<file path="src/spsw_map.svh">
// register addresses, field positions, reset values and timing counts of the serial port
`ifndef SPSW_MAP_SVH
`define SPSW_MAP_SVH
`define SPSW_ADDR_STATUS 32'hffff0a00
`define SPSW_ADDR_RXDATA 32'hffff0a04
`define SPSW_ADDR_TXDATA 32'hffff0a08
`define SPSW_ADDR_DIVISOR 32'hffff0a0c
`define SPSW_ADDR_CONTROL 32'hffff0a10
`define SPSW_STATUS_RST 16'h0000
`define SPSW_CONTROL_RST 16'h0000
`define SPSW_DIVISOR_RST 8'h1b
`define SPSW_CTL_EN 0
`define SPSW_CTL_MASTER 1
`define SPSW_CTL_CPOL 2
`define SPSW_CTL_CPHA 3
`define SPSW_CTL_TIM 4
`define SPSW_CTL_RXFL 12
`define SPSW_CTL_TXFL 13
`define SPSW_CTL_THR_HI 15
`define SPSW_CTL_THR_LO 14
`define SPSW_ST_REX 11
`define SPSW_ST_RXC_HI 10
`define SPSW_ST_RXC_LO 8
`define SPSW_ST_OVF 7
`define SPSW_ST_RXIRQ 6
`define SPSW_ST_TXIRQ 5
`define SPSW_ST_TXUF 4
`define SPSW_ST_TXC_HI 3
`define SPSW_ST_TXC_LO 1
`define SPSW_ST_ANY 0
`define SPSW_LAST_BIT 3'h7
`define SPSW_LAST_HALF 4'hf
`define SPSW_RESP_OKAY 2'b00
`define SPSW_RESP_SLVERR 2'b10
`endif

</file>
<file path="src/spsw_pkg.sv">
// types shared by the serial port design
package spsw_pkg;
   typedef enum logic [1:0] {
      SPSW_IDLE = 2'b01,
      SPSW_RUN = 2'b10
   } spsw_state_e;
   typedef struct packed {
      logic [1:0] thr;
      logic tx_flush;
      logic rx_flush;
      logic tim;
      logic cpha;
      logic cpol;
      logic master;
      logic en;
   } spsw_cfg_s;
   typedef struct packed {
      logic ovf;
      logic rxirq;
      logic txirq;
      logic txuf;
      logic any;
   } spsw_flags_s;
endpackage

</file>
<file path="src/spsw_port.sv">
// full-duplex byte-wide serial port, master or slave, with axi4-lite register slave
//
// Local design decision: the AXI4-Lite register port.
`timescale 1ns/1ps
`include "spsw_map.svh"
module spsw_port import spsw_pkg::*; #(
   parameter int FIFO_DEPTH = 4
) (
   // clock and reset
   input logic aclk,
   input logic aresetn,
   // axi4-lite write channels
   input logic [31:0] s_axi_awaddr,
   input logic s_axi_awvalid,
   output logic s_axi_awready,
   input logic [31:0] s_axi_wdata,
   input logic [3:0] s_axi_wstrb,
   input logic s_axi_wvalid,
   output logic s_axi_wready,
   output logic [1:0] s_axi_bresp,
   output logic s_axi_bvalid,
   input logic s_axi_bready,
   // axi4-lite read channels
   input logic [31:0] s_axi_araddr,
   input logic s_axi_arvalid,
   output logic s_axi_arready,
   output logic [31:0] s_axi_rdata,
   output logic [1:0] s_axi_rresp,
   output logic s_axi_rvalid,
   input logic s_axi_rready,
   // serial clock pin
   input logic serial_clock_pin_in,
   output logic serial_clock_pin_out,
   output logic serial_clock_pin_oe,
   // chip select pin, active low
   input logic chip_select_pin_n_in,
   output logic chip_select_pin_n_out,
   output logic chip_select_pin_n_oe,
   // data lines
   input logic master_in_line_in,
   output logic master_in_line_out,
   output logic master_in_line_oe,
   input logic master_out_line_in,
   output logic master_out_line_out,
   output logic master_out_line_oe
);
   localparam logic [2:0] DEPTH_C = 3'(FIFO_DEPTH);
   localparam logic [1:0] LAST_PTR = 2'(FIFO_DEPTH - 1);

   // refuse depths that the two-bit pointers cannot address
   if (FIFO_DEPTH < 1 || FIFO_DEPTH > 4) begin : g_bad_depth
      $error("fifo depth must lie between 1 and 4");
   end

   function automatic logic [1:0] adv(input logic [1:0] p);
      return (p == LAST_PTR) ? 2'h0 : p + 2'h1;
   endfunction

   // register file and bus state
   logic [15:0] ctl_r, ctl_nxt;
   logic [7:0] div_r, div_nxt;
   logic aw_hold_r, aw_hold_nxt, w_hold_r, w_hold_nxt;
   logic [31:0] awaddr_r, awaddr_nxt, wdata_r, wdata_nxt;
   logic [3:0] wstrb_r, wstrb_nxt;
   logic bvalid_r, bvalid_nxt, rvalid_r, rvalid_nxt;
   logic [1:0] bresp_r, bresp_nxt, rresp_r, rresp_nxt;
   logic [31:0] rdata_r, rdata_nxt;
   logic wr_fire, rd_fire, rx_rd, tx_wr, stat_rd;
   spsw_cfg_s cfg;
   // fifo and flag state
   logic [FIFO_DEPTH-1:0][7:0] rx_mem_r, rx_mem_nxt, tx_mem_r, tx_mem_nxt;
   logic [1:0] rx_wp_r, rx_wp_nxt, rx_rp_r, rx_rp_nxt, tx_wp_r, tx_wp_nxt, tx_rp_r, tx_rp_nxt;
   logic [2:0] rx_cnt_r, rx_cnt_nxt, tx_cnt_r, tx_cnt_nxt, thr_cnt;
   spsw_flags_s flags_r, flags_nxt;
   logic rx_excess, ovf_ev, rxirq_ev, any_ev;
   logic [15:0] status_w;
   // serial engine state
   spsw_state_e state_r, state_nxt;
   logic [7:0] divcnt_r, divcnt_nxt, txs_r, txs_nxt, rxs_r, rxs_nxt, rx_byte;
   logic [3:0] halfcnt_r, halfcnt_nxt;
   logic [2:0] bitcnt_r, bitcnt_nxt;
   logic [1:0] txbytes_r, txbytes_nxt;
   logic sclk_r, sclk_nxt, cs_n_r, cs_n_nxt, cont_r, cont_nxt;
   logic sclk_prev_r, sclk_prev_nxt, cs_prev_r, cs_prev_nxt;
   logic pend_r, pend_nxt;
   logic din, tick, lead, trail, sample, launch, sedge, byte_done, more;
   logic m_start, s_start, load, tx_pop, rx_push, txuf_ev, txirq_ev;

   // control fields
   assign cfg = '{thr: ctl_r[`SPSW_CTL_THR_HI:`SPSW_CTL_THR_LO], tx_flush: ctl_r[`SPSW_CTL_TXFL],
                  rx_flush: ctl_r[`SPSW_CTL_RXFL], tim: ctl_r[`SPSW_CTL_TIM], cpha: ctl_r[`SPSW_CTL_CPHA],
                  cpol: ctl_r[`SPSW_CTL_CPOL], master: ctl_r[`SPSW_CTL_MASTER], en: ctl_r[`SPSW_CTL_EN]};

   // bus handshakes and decoded accesses
   assign s_axi_awready = !aw_hold_r;
   assign s_axi_wready = !w_hold_r;
   assign s_axi_arready = !rvalid_r;
   assign s_axi_bvalid = bvalid_r;
   assign s_axi_bresp = bresp_r;
   assign s_axi_rvalid = rvalid_r;
   assign s_axi_rresp = rresp_r;
   assign s_axi_rdata = rdata_r;
   assign wr_fire = aw_hold_r && w_hold_r && !bvalid_r;
   assign rd_fire = s_axi_arvalid && !rvalid_r;
   assign rx_rd = rd_fire && (s_axi_araddr == `SPSW_ADDR_RXDATA);
   assign stat_rd = rd_fire && (s_axi_araddr == `SPSW_ADDR_STATUS);
   assign tx_wr = wr_fire && (awaddr_r == `SPSW_ADDR_TXDATA) && wstrb_r[0];

   // status word assembly
   always_comb begin
      status_w = `SPSW_STATUS_RST;
      status_w[`SPSW_ST_REX] = rx_excess;
      status_w[`SPSW_ST_RXC_HI:`SPSW_ST_RXC_LO] = rx_cnt_r;
      status_w[`SPSW_ST_OVF] = flags_r.ovf;
      status_w[`SPSW_ST_RXIRQ] = flags_r.rxirq;
      status_w[`SPSW_ST_TXIRQ] = flags_r.txirq;
      status_w[`SPSW_ST_TXUF] = flags_r.txuf;
      status_w[`SPSW_ST_TXC_HI:`SPSW_ST_TXC_LO] = tx_cnt_r;
      status_w[`SPSW_ST_ANY] = flags_r.any;
   end

   // bus slave next state: write capture, register writes, read answers
   always_comb begin
      aw_hold_nxt = aw_hold_r;
      awaddr_nxt = awaddr_r;
      w_hold_nxt = w_hold_r;
      wdata_nxt = wdata_r;
      wstrb_nxt = wstrb_r;
      bvalid_nxt = bvalid_r;
      bresp_nxt = bresp_r;
      rvalid_nxt = rvalid_r;
      rresp_nxt = rresp_r;
      rdata_nxt = rdata_r;
      ctl_nxt = ctl_r;
      div_nxt = div_r;
      if (s_axi_awvalid && !aw_hold_r) begin
         aw_hold_nxt = 1'b1;
         awaddr_nxt = s_axi_awaddr;
      end
      if (s_axi_wvalid && !w_hold_r) begin
         w_hold_nxt = 1'b1;
         wdata_nxt = s_axi_wdata;
         wstrb_nxt = s_axi_wstrb;
      end
      if (bvalid_r && s_axi_bready) begin
         bvalid_nxt = 1'b0;
      end
      if (wr_fire) begin
         aw_hold_nxt = 1'b0;
         w_hold_nxt = 1'b0;
         bvalid_nxt = 1'b1;
         bresp_nxt = `SPSW_RESP_OKAY;
         case (awaddr_r)
            `SPSW_ADDR_CONTROL: begin
               if (wstrb_r[0]) ctl_nxt[7:0] = wdata_r[7:0];
               if (wstrb_r[1]) ctl_nxt[15:8] = wdata_r[15:8];
            end
            `SPSW_ADDR_DIVISOR: begin
               if (wstrb_r[0]) div_nxt = wdata_r[7:0];
            end
            `SPSW_ADDR_STATUS, `SPSW_ADDR_RXDATA, `SPSW_ADDR_TXDATA: begin
               bresp_nxt = `SPSW_RESP_OKAY; // read-only writes ignored, tx push elsewhere
            end
            default: bresp_nxt = `SPSW_RESP_SLVERR;
         endcase
      end
      if (rvalid_r && s_axi_rready) begin
         rvalid_nxt = 1'b0;
      end
      if (rd_fire) begin
         rvalid_nxt = 1'b1;
         rresp_nxt = `SPSW_RESP_OKAY;
         case (s_axi_araddr)
            `SPSW_ADDR_STATUS: rdata_nxt = {16'h0000, status_w};
            `SPSW_ADDR_RXDATA: rdata_nxt = {24'h000000, (rx_cnt_r != 3'h0) ? rx_mem_r[rx_rp_r] : 8'h00};
            `SPSW_ADDR_TXDATA: rdata_nxt = 32'h00000000;
            `SPSW_ADDR_DIVISOR: rdata_nxt = {24'h000000, div_r};
            `SPSW_ADDR_CONTROL: rdata_nxt = {16'h0000, ctl_r};
            default: begin
               rdata_nxt = 32'h00000000;
               rresp_nxt = `SPSW_RESP_SLVERR;
            end
         endcase
      end
   end

   // bus slave registers
   always_ff @(posedge aclk) begin
      if (!aresetn) begin
         aw_hold_r <= 1'b0;
         awaddr_r <= 32'h00000000;
         w_hold_r <= 1'b0;
         wdata_r <= 32'h00000000;
         wstrb_r <= 4'h0;
         bvalid_r <= 1'b0;
         bresp_r <= `SPSW_RESP_OKAY;
         rvalid_r <= 1'b0;
         rresp_r <= `SPSW_RESP_OKAY;
         rdata_r <= 32'h00000000;
         ctl_r <= `SPSW_CONTROL_RST;
         div_r <= `SPSW_DIVISOR_RST;
      end else begin
         aw_hold_r <= aw_hold_nxt;
         awaddr_r <= awaddr_nxt;
         w_hold_r <= w_hold_nxt;
         wdata_r <= wdata_nxt;
         wstrb_r <= wstrb_nxt;
         bvalid_r <= bvalid_nxt;
         bresp_r <= bresp_nxt;
         rvalid_r <= rvalid_nxt;
         rresp_r <= rresp_nxt;
         rdata_r <= rdata_nxt;
         ctl_r <= ctl_nxt;
         div_r <= div_nxt;
      end
   end

   // threshold in bytes, one to four
   assign thr_cnt = {1'b0, cfg.thr} + 3'h1;
   assign rx_excess = rx_cnt_r > thr_cnt;

   // fifos, events and sticky flags
   always_comb begin
      rx_mem_nxt = rx_mem_r;
      rx_wp_nxt = rx_wp_r;
      rx_rp_nxt = rx_rp_r;
      rx_cnt_nxt = rx_cnt_r;
      tx_mem_nxt = tx_mem_r;
      tx_wp_nxt = tx_wp_r;
      tx_rp_nxt = tx_rp_r;
      tx_cnt_nxt = tx_cnt_r;
      ovf_ev = rx_push && (rx_cnt_r == DEPTH_C);
      rxirq_ev = 1'b0;
      if (rx_push && !ovf_ev) begin
         rx_mem_nxt[rx_wp_r] = rx_byte;
         rx_wp_nxt = adv(rx_wp_r);
         rx_cnt_nxt = rx_cnt_nxt + 3'h1;
         rxirq_ev = !cfg.tim && ((rx_cnt_r + 3'h1) >= thr_cnt);
      end
      if (rx_rd && (rx_cnt_r != 3'h0)) begin
         rx_rp_nxt = adv(rx_rp_r);
         rx_cnt_nxt = rx_cnt_nxt - 3'h1;
      end
      if (tx_wr && !cfg.tx_flush && (tx_cnt_r != DEPTH_C)) begin
         tx_mem_nxt[tx_wp_r] = wdata_r[7:0];
         tx_wp_nxt = adv(tx_wp_r);
         tx_cnt_nxt = tx_cnt_nxt + 3'h1;
      end
      if (tx_pop) begin
         tx_rp_nxt = adv(tx_rp_r);
         tx_cnt_nxt = tx_cnt_nxt - 3'h1;
      end
      // a held flush keeps the fifo empty
      if (cfg.rx_flush) begin
         rx_wp_nxt = 2'h0;
         rx_rp_nxt = 2'h0;
         rx_cnt_nxt = 3'h0;
      end
      if (cfg.tx_flush) begin
         tx_wp_nxt = 2'h0;
         tx_rp_nxt = 2'h0;
         tx_cnt_nxt = 3'h0;
      end
      any_ev = (ovf_ev && !cfg.rx_flush) || rxirq_ev || txirq_ev || (txuf_ev && !cfg.tx_flush);
      // a status read clears, a same-cycle event sets and wins
      flags_nxt = stat_rd ? '0 : flags_r;
      flags_nxt.ovf = flags_nxt.ovf || ovf_ev;
      flags_nxt.rxirq = flags_nxt.rxirq || rxirq_ev;
      flags_nxt.txirq = flags_nxt.txirq || txirq_ev;
      flags_nxt.txuf = flags_nxt.txuf || txuf_ev;
      flags_nxt.any = flags_nxt.any || any_ev;
   end

   // fifo and flag registers
   always_ff @(posedge aclk) begin
      if (!aresetn) begin
         rx_mem_r <= '0;
         rx_wp_r <= 2'h0;
         rx_rp_r <= 2'h0;
         rx_cnt_r <= 3'h0;
         tx_mem_r <= '0;
         tx_wp_r <= 2'h0;
         tx_rp_r <= 2'h0;
         tx_cnt_r <= 3'h0;
         flags_r <= '0;
      end else begin
         rx_mem_r <= rx_mem_nxt;
         rx_wp_r <= rx_wp_nxt;
         rx_rp_r <= rx_rp_nxt;
         rx_cnt_r <= rx_cnt_nxt;
         tx_mem_r <= tx_mem_nxt;
         tx_wp_r <= tx_wp_nxt;
         tx_rp_r <= tx_rp_nxt;
         tx_cnt_r <= tx_cnt_nxt;
         flags_r <= flags_nxt;
      end
   end

   // serial engine: edges, shifting, byte framing and master clock generation
   always_comb begin
      din = cfg.master ? master_in_line_in : master_out_line_in;
      tick = cfg.master && (state_r == SPSW_RUN) && (divcnt_r == div_r);
      sedge = !cfg.master && (state_r == SPSW_RUN) && !chip_select_pin_n_in
              && (serial_clock_pin_in != sclk_prev_r);
      lead = (tick && (sclk_r == cfg.cpol)) || (sedge && (serial_clock_pin_in != cfg.cpol));
      trail = (tick && (sclk_r != cfg.cpol)) || (sedge && (serial_clock_pin_in == cfg.cpol));
      sample = cfg.cpha ? trail : lead;
      launch = cfg.cpha ? lead : trail;
      byte_done = sample && (bitcnt_r == `SPSW_LAST_BIT);
      rx_byte = {rxs_r[6:0], din};
      rx_push = byte_done && !cfg.rx_flush;
      more = cfg.master ? (cfg.tim && (tx_cnt_r != 3'h0)) : 1'b1;
      m_start = cfg.en && cfg.master && (state_r == SPSW_IDLE) && (cfg.tim ? (tx_cnt_r != 3'h0) : rx_rd);
      s_start = cfg.en && !cfg.master && (state_r == SPSW_IDLE) && !chip_select_pin_n_in && cs_prev_r;
      load = m_start || s_start || (pend_r && launch);
      tx_pop = load && (tx_cnt_r != 3'h0);
      txuf_ev = load && (tx_cnt_r == 3'h0);
      state_nxt = state_r;
      divcnt_nxt = divcnt_r;
      halfcnt_nxt = halfcnt_r;
      bitcnt_nxt = bitcnt_r;
      txs_nxt = txs_r;
      rxs_nxt = rxs_r;
      sclk_nxt = sclk_r;
      cont_nxt = cont_r;
      txbytes_nxt = txbytes_r;
      pend_nxt = pend_r;
      txirq_ev = 1'b0;
      sclk_prev_nxt = serial_clock_pin_in;
      cs_prev_nxt = chip_select_pin_n_in;
      if (sample) begin
         rxs_nxt = rx_byte;
         bitcnt_nxt = bitcnt_r + 3'h1;
      end
      if (launch && (bitcnt_r != 3'h0)) begin
         txs_nxt = {txs_r[6:0], 1'b0};
      end
      if (load) begin
         txs_nxt = tx_pop ? tx_mem_r[tx_rp_r] : 8'h00;
         pend_nxt = 1'b0;
      end
      // a following byte waits for the next launch edge, so the line never moves at a sample edge
      if (byte_done) begin
         pend_nxt = more;
      end
      if (!cfg.tim) begin
         txbytes_nxt = 2'h0;
      end else if (byte_done) begin
         txirq_ev = (txbytes_r == cfg.thr);
         txbytes_nxt = txirq_ev ? 2'h0 : txbytes_r + 2'h1;
      end
      case (state_r)
         SPSW_IDLE: begin
            sclk_nxt = cfg.cpol;
            pend_nxt = 1'b0;
            divcnt_nxt = 8'h00;
            halfcnt_nxt = 4'h0;
            if (m_start || s_start) begin
               state_nxt = SPSW_RUN;
               bitcnt_nxt = 3'h0;
               cont_nxt = 1'b0;
            end
         end
         SPSW_RUN: begin
            if (tick) begin
               divcnt_nxt = 8'h00;
               sclk_nxt = !sclk_r;
               halfcnt_nxt = halfcnt_r + 4'h1;
               if ((halfcnt_r == `SPSW_LAST_HALF) && !(byte_done ? more : cont_r)) begin
                  state_nxt = SPSW_IDLE;
               end
            end else if (cfg.master) begin
               divcnt_nxt = divcnt_r + 8'h01;
            end
            if (byte_done) begin
               cont_nxt = more;
            end
            if (!cfg.en || (!cfg.master && chip_select_pin_n_in)) begin
               state_nxt = SPSW_IDLE;
               bitcnt_nxt = 3'h0;
            end
         end
         default: state_nxt = SPSW_IDLE;
      endcase
      cs_n_nxt = (state_nxt != SPSW_RUN);
   end

   // serial engine registers
   always_ff @(posedge aclk) begin
      if (!aresetn) begin
         state_r <= SPSW_IDLE;
         divcnt_r <= 8'h00;
         halfcnt_r <= 4'h0;
         bitcnt_r <= 3'h0;
         txs_r <= 8'h00;
         rxs_r <= 8'h00;
         sclk_r <= 1'b0;
         cs_n_r <= 1'b1;
         cont_r <= 1'b0;
         txbytes_r <= 2'h0;
         sclk_prev_r <= 1'b0;
         cs_prev_r <= 1'b1;
         pend_r <= 1'b0;
      end else begin
         state_r <= state_nxt;
         divcnt_r <= divcnt_nxt;
         halfcnt_r <= halfcnt_nxt;
         bitcnt_r <= bitcnt_nxt;
         txs_r <= txs_nxt;
         rxs_r <= rxs_nxt;
         sclk_r <= sclk_nxt;
         cs_n_r <= cs_n_nxt;
         cont_r <= cont_nxt;
         txbytes_r <= txbytes_nxt;
         sclk_prev_r <= sclk_prev_nxt;
         cs_prev_r <= cs_prev_nxt;
         pend_r <= pend_nxt;
      end
   end

   // pin drivers and directions
   assign serial_clock_pin_out = sclk_r;
   assign serial_clock_pin_oe = cfg.en && cfg.master;
   assign chip_select_pin_n_out = cs_n_r;
   assign chip_select_pin_n_oe = cfg.en && cfg.master;
   assign master_out_line_out = txs_r[7];
   assign master_out_line_oe = cfg.en && cfg.master;
   assign master_in_line_out = txs_r[7];
   assign master_in_line_oe = cfg.en && !cfg.master && !chip_select_pin_n_in;

   // checks beside the logic
   AST_SCLK_IDLE: assert property (@(posedge aclk) disable iff (!aresetn)
      (cfg.master && state_r == SPSW_IDLE) |=> serial_clock_pin_out == $past(cfg.cpol))
      else $error("master serial clock not at idle polarity");
   AST_SCLK_HALF: assert property (@(posedge aclk) disable iff (!aresetn)
      (tick && state_nxt == SPSW_RUN) |=> (serial_clock_pin_out != $past(serial_clock_pin_out)) && divcnt_r == 8'h00)
      else $error("serial clock did not toggle after divisor count");
   AST_BYTE_END: assert property (@(posedge aclk) disable iff (!aresetn)
      (cfg.master && state_r == SPSW_RUN ##1 state_r == SPSW_IDLE && cfg.master && cfg.en) |-> $past(halfcnt_r) == 4'hf)
      else $error("master transfer ended off a byte boundary");
   AST_CS_FOLLOW: assert property (@(posedge aclk) disable iff (!aresetn)
      (cfg.master && m_start) |=> !chip_select_pin_n_out && chip_select_pin_n_oe)
      else $error("chip select not asserted at transfer start");
   AST_DIR: assert property (@(posedge aclk) disable iff (!aresetn)
      cfg.master |-> !master_in_line_oe && (serial_clock_pin_oe == cfg.en))
      else $error("pin direction wrong in master mode");
   AST_OVF_SET: assert property (@(posedge aclk) disable iff (!aresetn)
      ovf_ev |=> flags_r.ovf && rx_cnt_r == $past(rx_cnt_r) - ($past(rx_rd) ? 3'h1 : 3'h0))
      else $error("overflow not flagged or full fifo changed");
   AST_UF_SET: assert property (@(posedge aclk) disable iff (!aresetn)
      (txuf_ev && !cfg.tx_flush) |=> flags_r.txuf && flags_r.any && txs_r == 8'h00)
      else $error("underflow not flagged");
   AST_READ_CLEAR: assert property (@(posedge aclk) disable iff (!aresetn)
      (stat_rd && !any_ev) |=> !flags_r.any ##1 (s_axi_rdata[0] == $past(flags_r.any, 2)))
      else $error("status read did not clear or return flags");
   AST_SET_WINS: assert property (@(posedge aclk) disable iff (!aresetn)
      (stat_rd && any_ev) |=> flags_r.any)
      else $error("event lost against status read");
   AST_COUNTS: assert property (@(posedge aclk) disable iff (!aresetn)
      (rx_cnt_r <= DEPTH_C) && (tx_cnt_r <= DEPTH_C))
      else $error("fifo count beyond depth");
   AST_REX_READ: assert property (@(posedge aclk) disable iff (!aresetn)
      stat_rd |=> s_axi_rdata[11] == ($past(rx_cnt_r) > $past(thr_cnt)))
      else $error("excess bit disagrees with fifo count");
endmodule // spsw_port

</file>
<file path="config.mk">
export PLATFORM = sky130hd
export DESIGN_NAME = spsw_port
export DESIGN_NICKNAME = d
export VERILOG_FILES = /design/src/spsw_pkg.sv /design/src/spsw_port.sv
export VERILOG_INCLUDE_DIRS = /design/src
export SDC_FILE = /design/constraint.sdc
export NUM_CORES = 1
export LEC_CHECK = 0
export ABC_CLOCK_PERIOD_IN_PS = 3790
export BUFFER_PORTS_ARGS = -buffer_cell sky130_fd_sc_hd__buf_2
export CAP_MARGIN = 0
export CORE_MARGIN = 3
export CORE_UTILIZATION = 59
export CTS_BUF_LIST = sky130_fd_sc_hd__clkbuf_4
export DETAILED_ROUTE_END_ITERATION = 7
export GPL_TIMING_DRIVEN = 0
export PLACE_DENSITY = 0.86
export SLEW_MARGIN = 15
export SYNTH_ARGS = -nofsm -noshare
export SYNTH_HDL_FRONTEND = slang
export SYNTH_SLANG_ARGS = --single-unit
</file>
<file path="constraint.sdc">
create_clock -name aclk -period 3.79 [get_ports aclk]
set_input_delay 0.5685 -clock aclk [delete_from_list [all_inputs] [get_ports aclk]]
set_output_delay 0.5685 -clock aclk [all_outputs]
set_load 0.005 [all_outputs]
</file>
==> flow_summary.ini <==
[status]
status = finished, final reports clean

[die]
std_cell_rows = 47
die_w_um = 137
initial_utilization = 0.608
io_pins = 160
die_area_sq_um = 18800
fp.coreArea_sq_um = 16700
die_y_um = 137

[synth]
synth_edf_count = 0
synth_seq_cells = 219
yosys_warnings = 0
ys_types = 73
seq_area_frac_synth = 0.432
postSynthAreaPerCell_sq_um = 8.81
ys.flop_type = dfxtp_1
ys_async_sr_fraction = 0
synth_cells = 1153
synth_area_sq_um = 10200

[timing]
fmaxAchievable_ghz = 0.312
setup-violations-final = 0
fin_ws_ps = 585
maxSlewViolCount = 0
fin_crit_ps = 3200
tns_ps = 0
rsz0062_at_grt = false
period_share = 0.846
max-slew-margin-rel = 0.274
worst_pin_slew_ps = 1070
hold_viol = 0
clock_skew_ps = 44.8

[worst_setup_path]
required_ps = 4370
crit_arrival_ps = 3790
reg2reg_slack_ps = 590
crit_top_cell = mux2i_1
worstSetupEndpointType = flip-flop
cp-start-kind = flip-flop
crit_path_end = tx_cnt_r[2]
crit_path_max_fanout = 10
crit-reg2reg-launch = awaddr_r[8]
r2r_cells = 9
crit_path_start = awaddr_r[8]
path_class = flip-flop to flip-flop
crit_chain = or4b_1 > or4_4 > nor4_4 > buf_6 > mux2i_1 > ha_1 > inv_1 > a211oi_1 > mux2i_1
crit_slowest_cell = or4b_1
rr_endpoint = tx_cnt_r[2]
max_stage_delay_ps = 540

[routing]
drtIter0Drc = 750
routed_wl_mm = 27.0
drcViolationCount = 0
dr.pass1.iters = 5
wl_per_cell_um = 16.9
vias = 9200
drtAntennaViolNets = 0
via_per_inst = 5.75

[final_layout]
most-common-layout-cells = 219 x dfxtp_1, 217 x nand2_1, 137 x buf_2
regArea_sq_um = 4380
drive_gt1_frac = 0.207
layout_commonest_cell = dfxtp_1
nNetsFinal = 1489
final_cell_area_sq_um = 11800
multi_input_area_sq_um = 5320
syn2layout_area_growth_pct = 15.7
nFillCells = 1293

[power]
irDropWorstVdd_mv = 0.283
power_mw = 4.55
internal_power_mw = 3.43
sequentialPowerShare = 0.522
p_leak_nw = 5.03
switching_share = 0.246
p_clk_frac = 0.418
p_sw_mw = 1.12
powerDensity_nw_per_um2 = 388
p_comb_frac = 0.061

[placement]
post-place-ws_ps = 540
dp_hpwl_mm = 19.6
placed_cell_area_sq_um = 11100
routabilityCongestion = 0.975
port_buffers = 122

[clocking]
post_cts_hold_buffer_count = 0
post_cts_buffers = 0
cts_tree = yes
cts-root-buf = clkbuf_4
cts_made_buffers = 54
clkSlewWorstSetupHoldPaths_ps = 70
cts.sinks = 219
htreeDepth = 2
cts_resized = 0
clk_path_buf_depth = 3
clk_latency_ps = 670

[grt]
grt_max_degree = 15
grt_pass1_vias = 8816
grt_usage = 0.288
antenna_found_initial = 3
grt_pass1_wl_mm = 43.0
grt-ovfl-total = 0

[hold_path]
hp-class = input port to flip-flop

[job]
cap_violations = 0
-- cell families (layout without fill, tap and decap cells) --
group                      after synthesis  after routing  share of synthesized area
and+or+nand+nor                        466            466                      0.218
AOI/OAI and AO/OA                      217            217                      0.134
DFF                                    219            219                      0.432
xor gates and xnor gates                18             18                     0.0163
buffers and inverters                  109            318                     0.0507
other                                    1             19                   0.000369
adders and majority gates               30             30                     0.0370
muxes                                   93             93                      0.112
-- cell usage after synthesis (all sizes together) (4+ instances only) --
master	count	share of area
o211ai	6	0.0064
nor3	14	0.0069
nand2b	11	0.0075
inv	28	0.010
nor2	111	0.041
or4	4	0.0033
a22oi	8	0.0059
xnor2	13	0.012
mux2	4	0.0044
nor3b	6	0.0044
a22o	8	0.0069
a2bb2oi	4	0.0035
o21ai	28	0.014
clkbuf	36	0.013
xor2	5	0.0043
and2	7	0.0048
and3	7	0.0043
a21oi	109	0.054
o31ai	10	0.0074
ha	30	0.037
mux4	16	0.035
dfxtp	219	0.43
or3	10	0.0062
mux2i	73	0.072
a221oi	9	0.0078
nand4	17	0.012
nand3	21	0.010
nor4	19	0.019
buf	44	0.027
a211oi	7	0.0052
a32oi	6	0.0052
nand2	217	0.080
nor2b	7	0.0043
-- worst max-delay path: cells and delay by family, from the launching register on --
family                   cells  cell delay [ps]
AO/OA/AOI/OAI                1              340
adder cells (fa/ha/maj)      1              180
buffers and inverters        2              260
flip-flops                   1              320
multiplexers                 2              500
AND/OR/NAND/NOR              3             1510
-- routing by layer --
layer,global-route usage,vias up,share of wire
li1,-,4420,-
met1,0.377,4242,0.42
met2,0.454,444,0.45
met3,0.0614,92,0.091
met4,0.145,2,0.040
met5,0,-,0.00026
-- per-stage QoR --
stage               hold WS (ps)   util  cells
detailed placement           438  0.665   1512
global placement             435  0.665   1512
CTS                         89.0  0.703   1599
global route                 106  0.704   1600
floorplan                    429      -   1170
finish                       113  0.704   1600
-- area by class of cell --
cell class / instances / area share
buffer: 80 / 0.0345
multi-input combinational: 842 / 0.453
inverter: 29 / 0.00926
clock buffer: 77 / 0.0492
timing repair buffer: 122 / 0.0520
clock inverter: 10 / 0.00575
sequential: 219 / 0.373
tap: 220 / 0.0234
antenna: 1 / 0.000213
-- state kept, by name, summed over array words and instances, names as in the netlist, 3 cells and up --
register     flops
wdata_r         16
ctl_r           16
txs_r            8
halfcnt_r        4
s_axi_rdata     16
rxs_r            7
div_r            8
awaddr_r        32
tx_cnt_r         3
flags_r          5
tx_mem_r        32
rx_cnt_r         3
divcnt_r         8
rx_mem_r        32
bitcnt_r         3
-- how the worst min path moves through the flow --
| stage | startpoint | endpoint | slack, ps | cells past startpoint |
|---|---|---|---|---|
| after floorplan | tx_mem_r[16] | tx_mem_r[16] | 430 | 2 |
| after global placement | tx_mem_r[15] | tx_mem_r[15] | 440 | 2 |
| after detailed placement | s_axi_rdata[3] | s_axi_rdata[3] | 440 | 2 |
| after CTS | s_axi_rready | s_axi_rvalid | 90 | 2 |
| after global routing | s_axi_rready | s_axi_rvalid | 110 | 2 |
| final | s_axi_rready | s_axi_rvalid | 110 | 2 |
-- power by group through the flow --
stage | Combinational, mW | Sequential, mW | Clock, mW
final | 0.276 | 2.38 | 1.90
after global routing | 0.309 | 2.38 | 2.05
after CTS | 0.272 | 2.37 | 1.92
after detailed placement | 0.270 | 2.43 | 0
after global placement | 0.264 | 2.42 | 0
after floorplan | 0.160 | 2.41 | 0
Note: power is estimated with default switching activity, not from simulation.
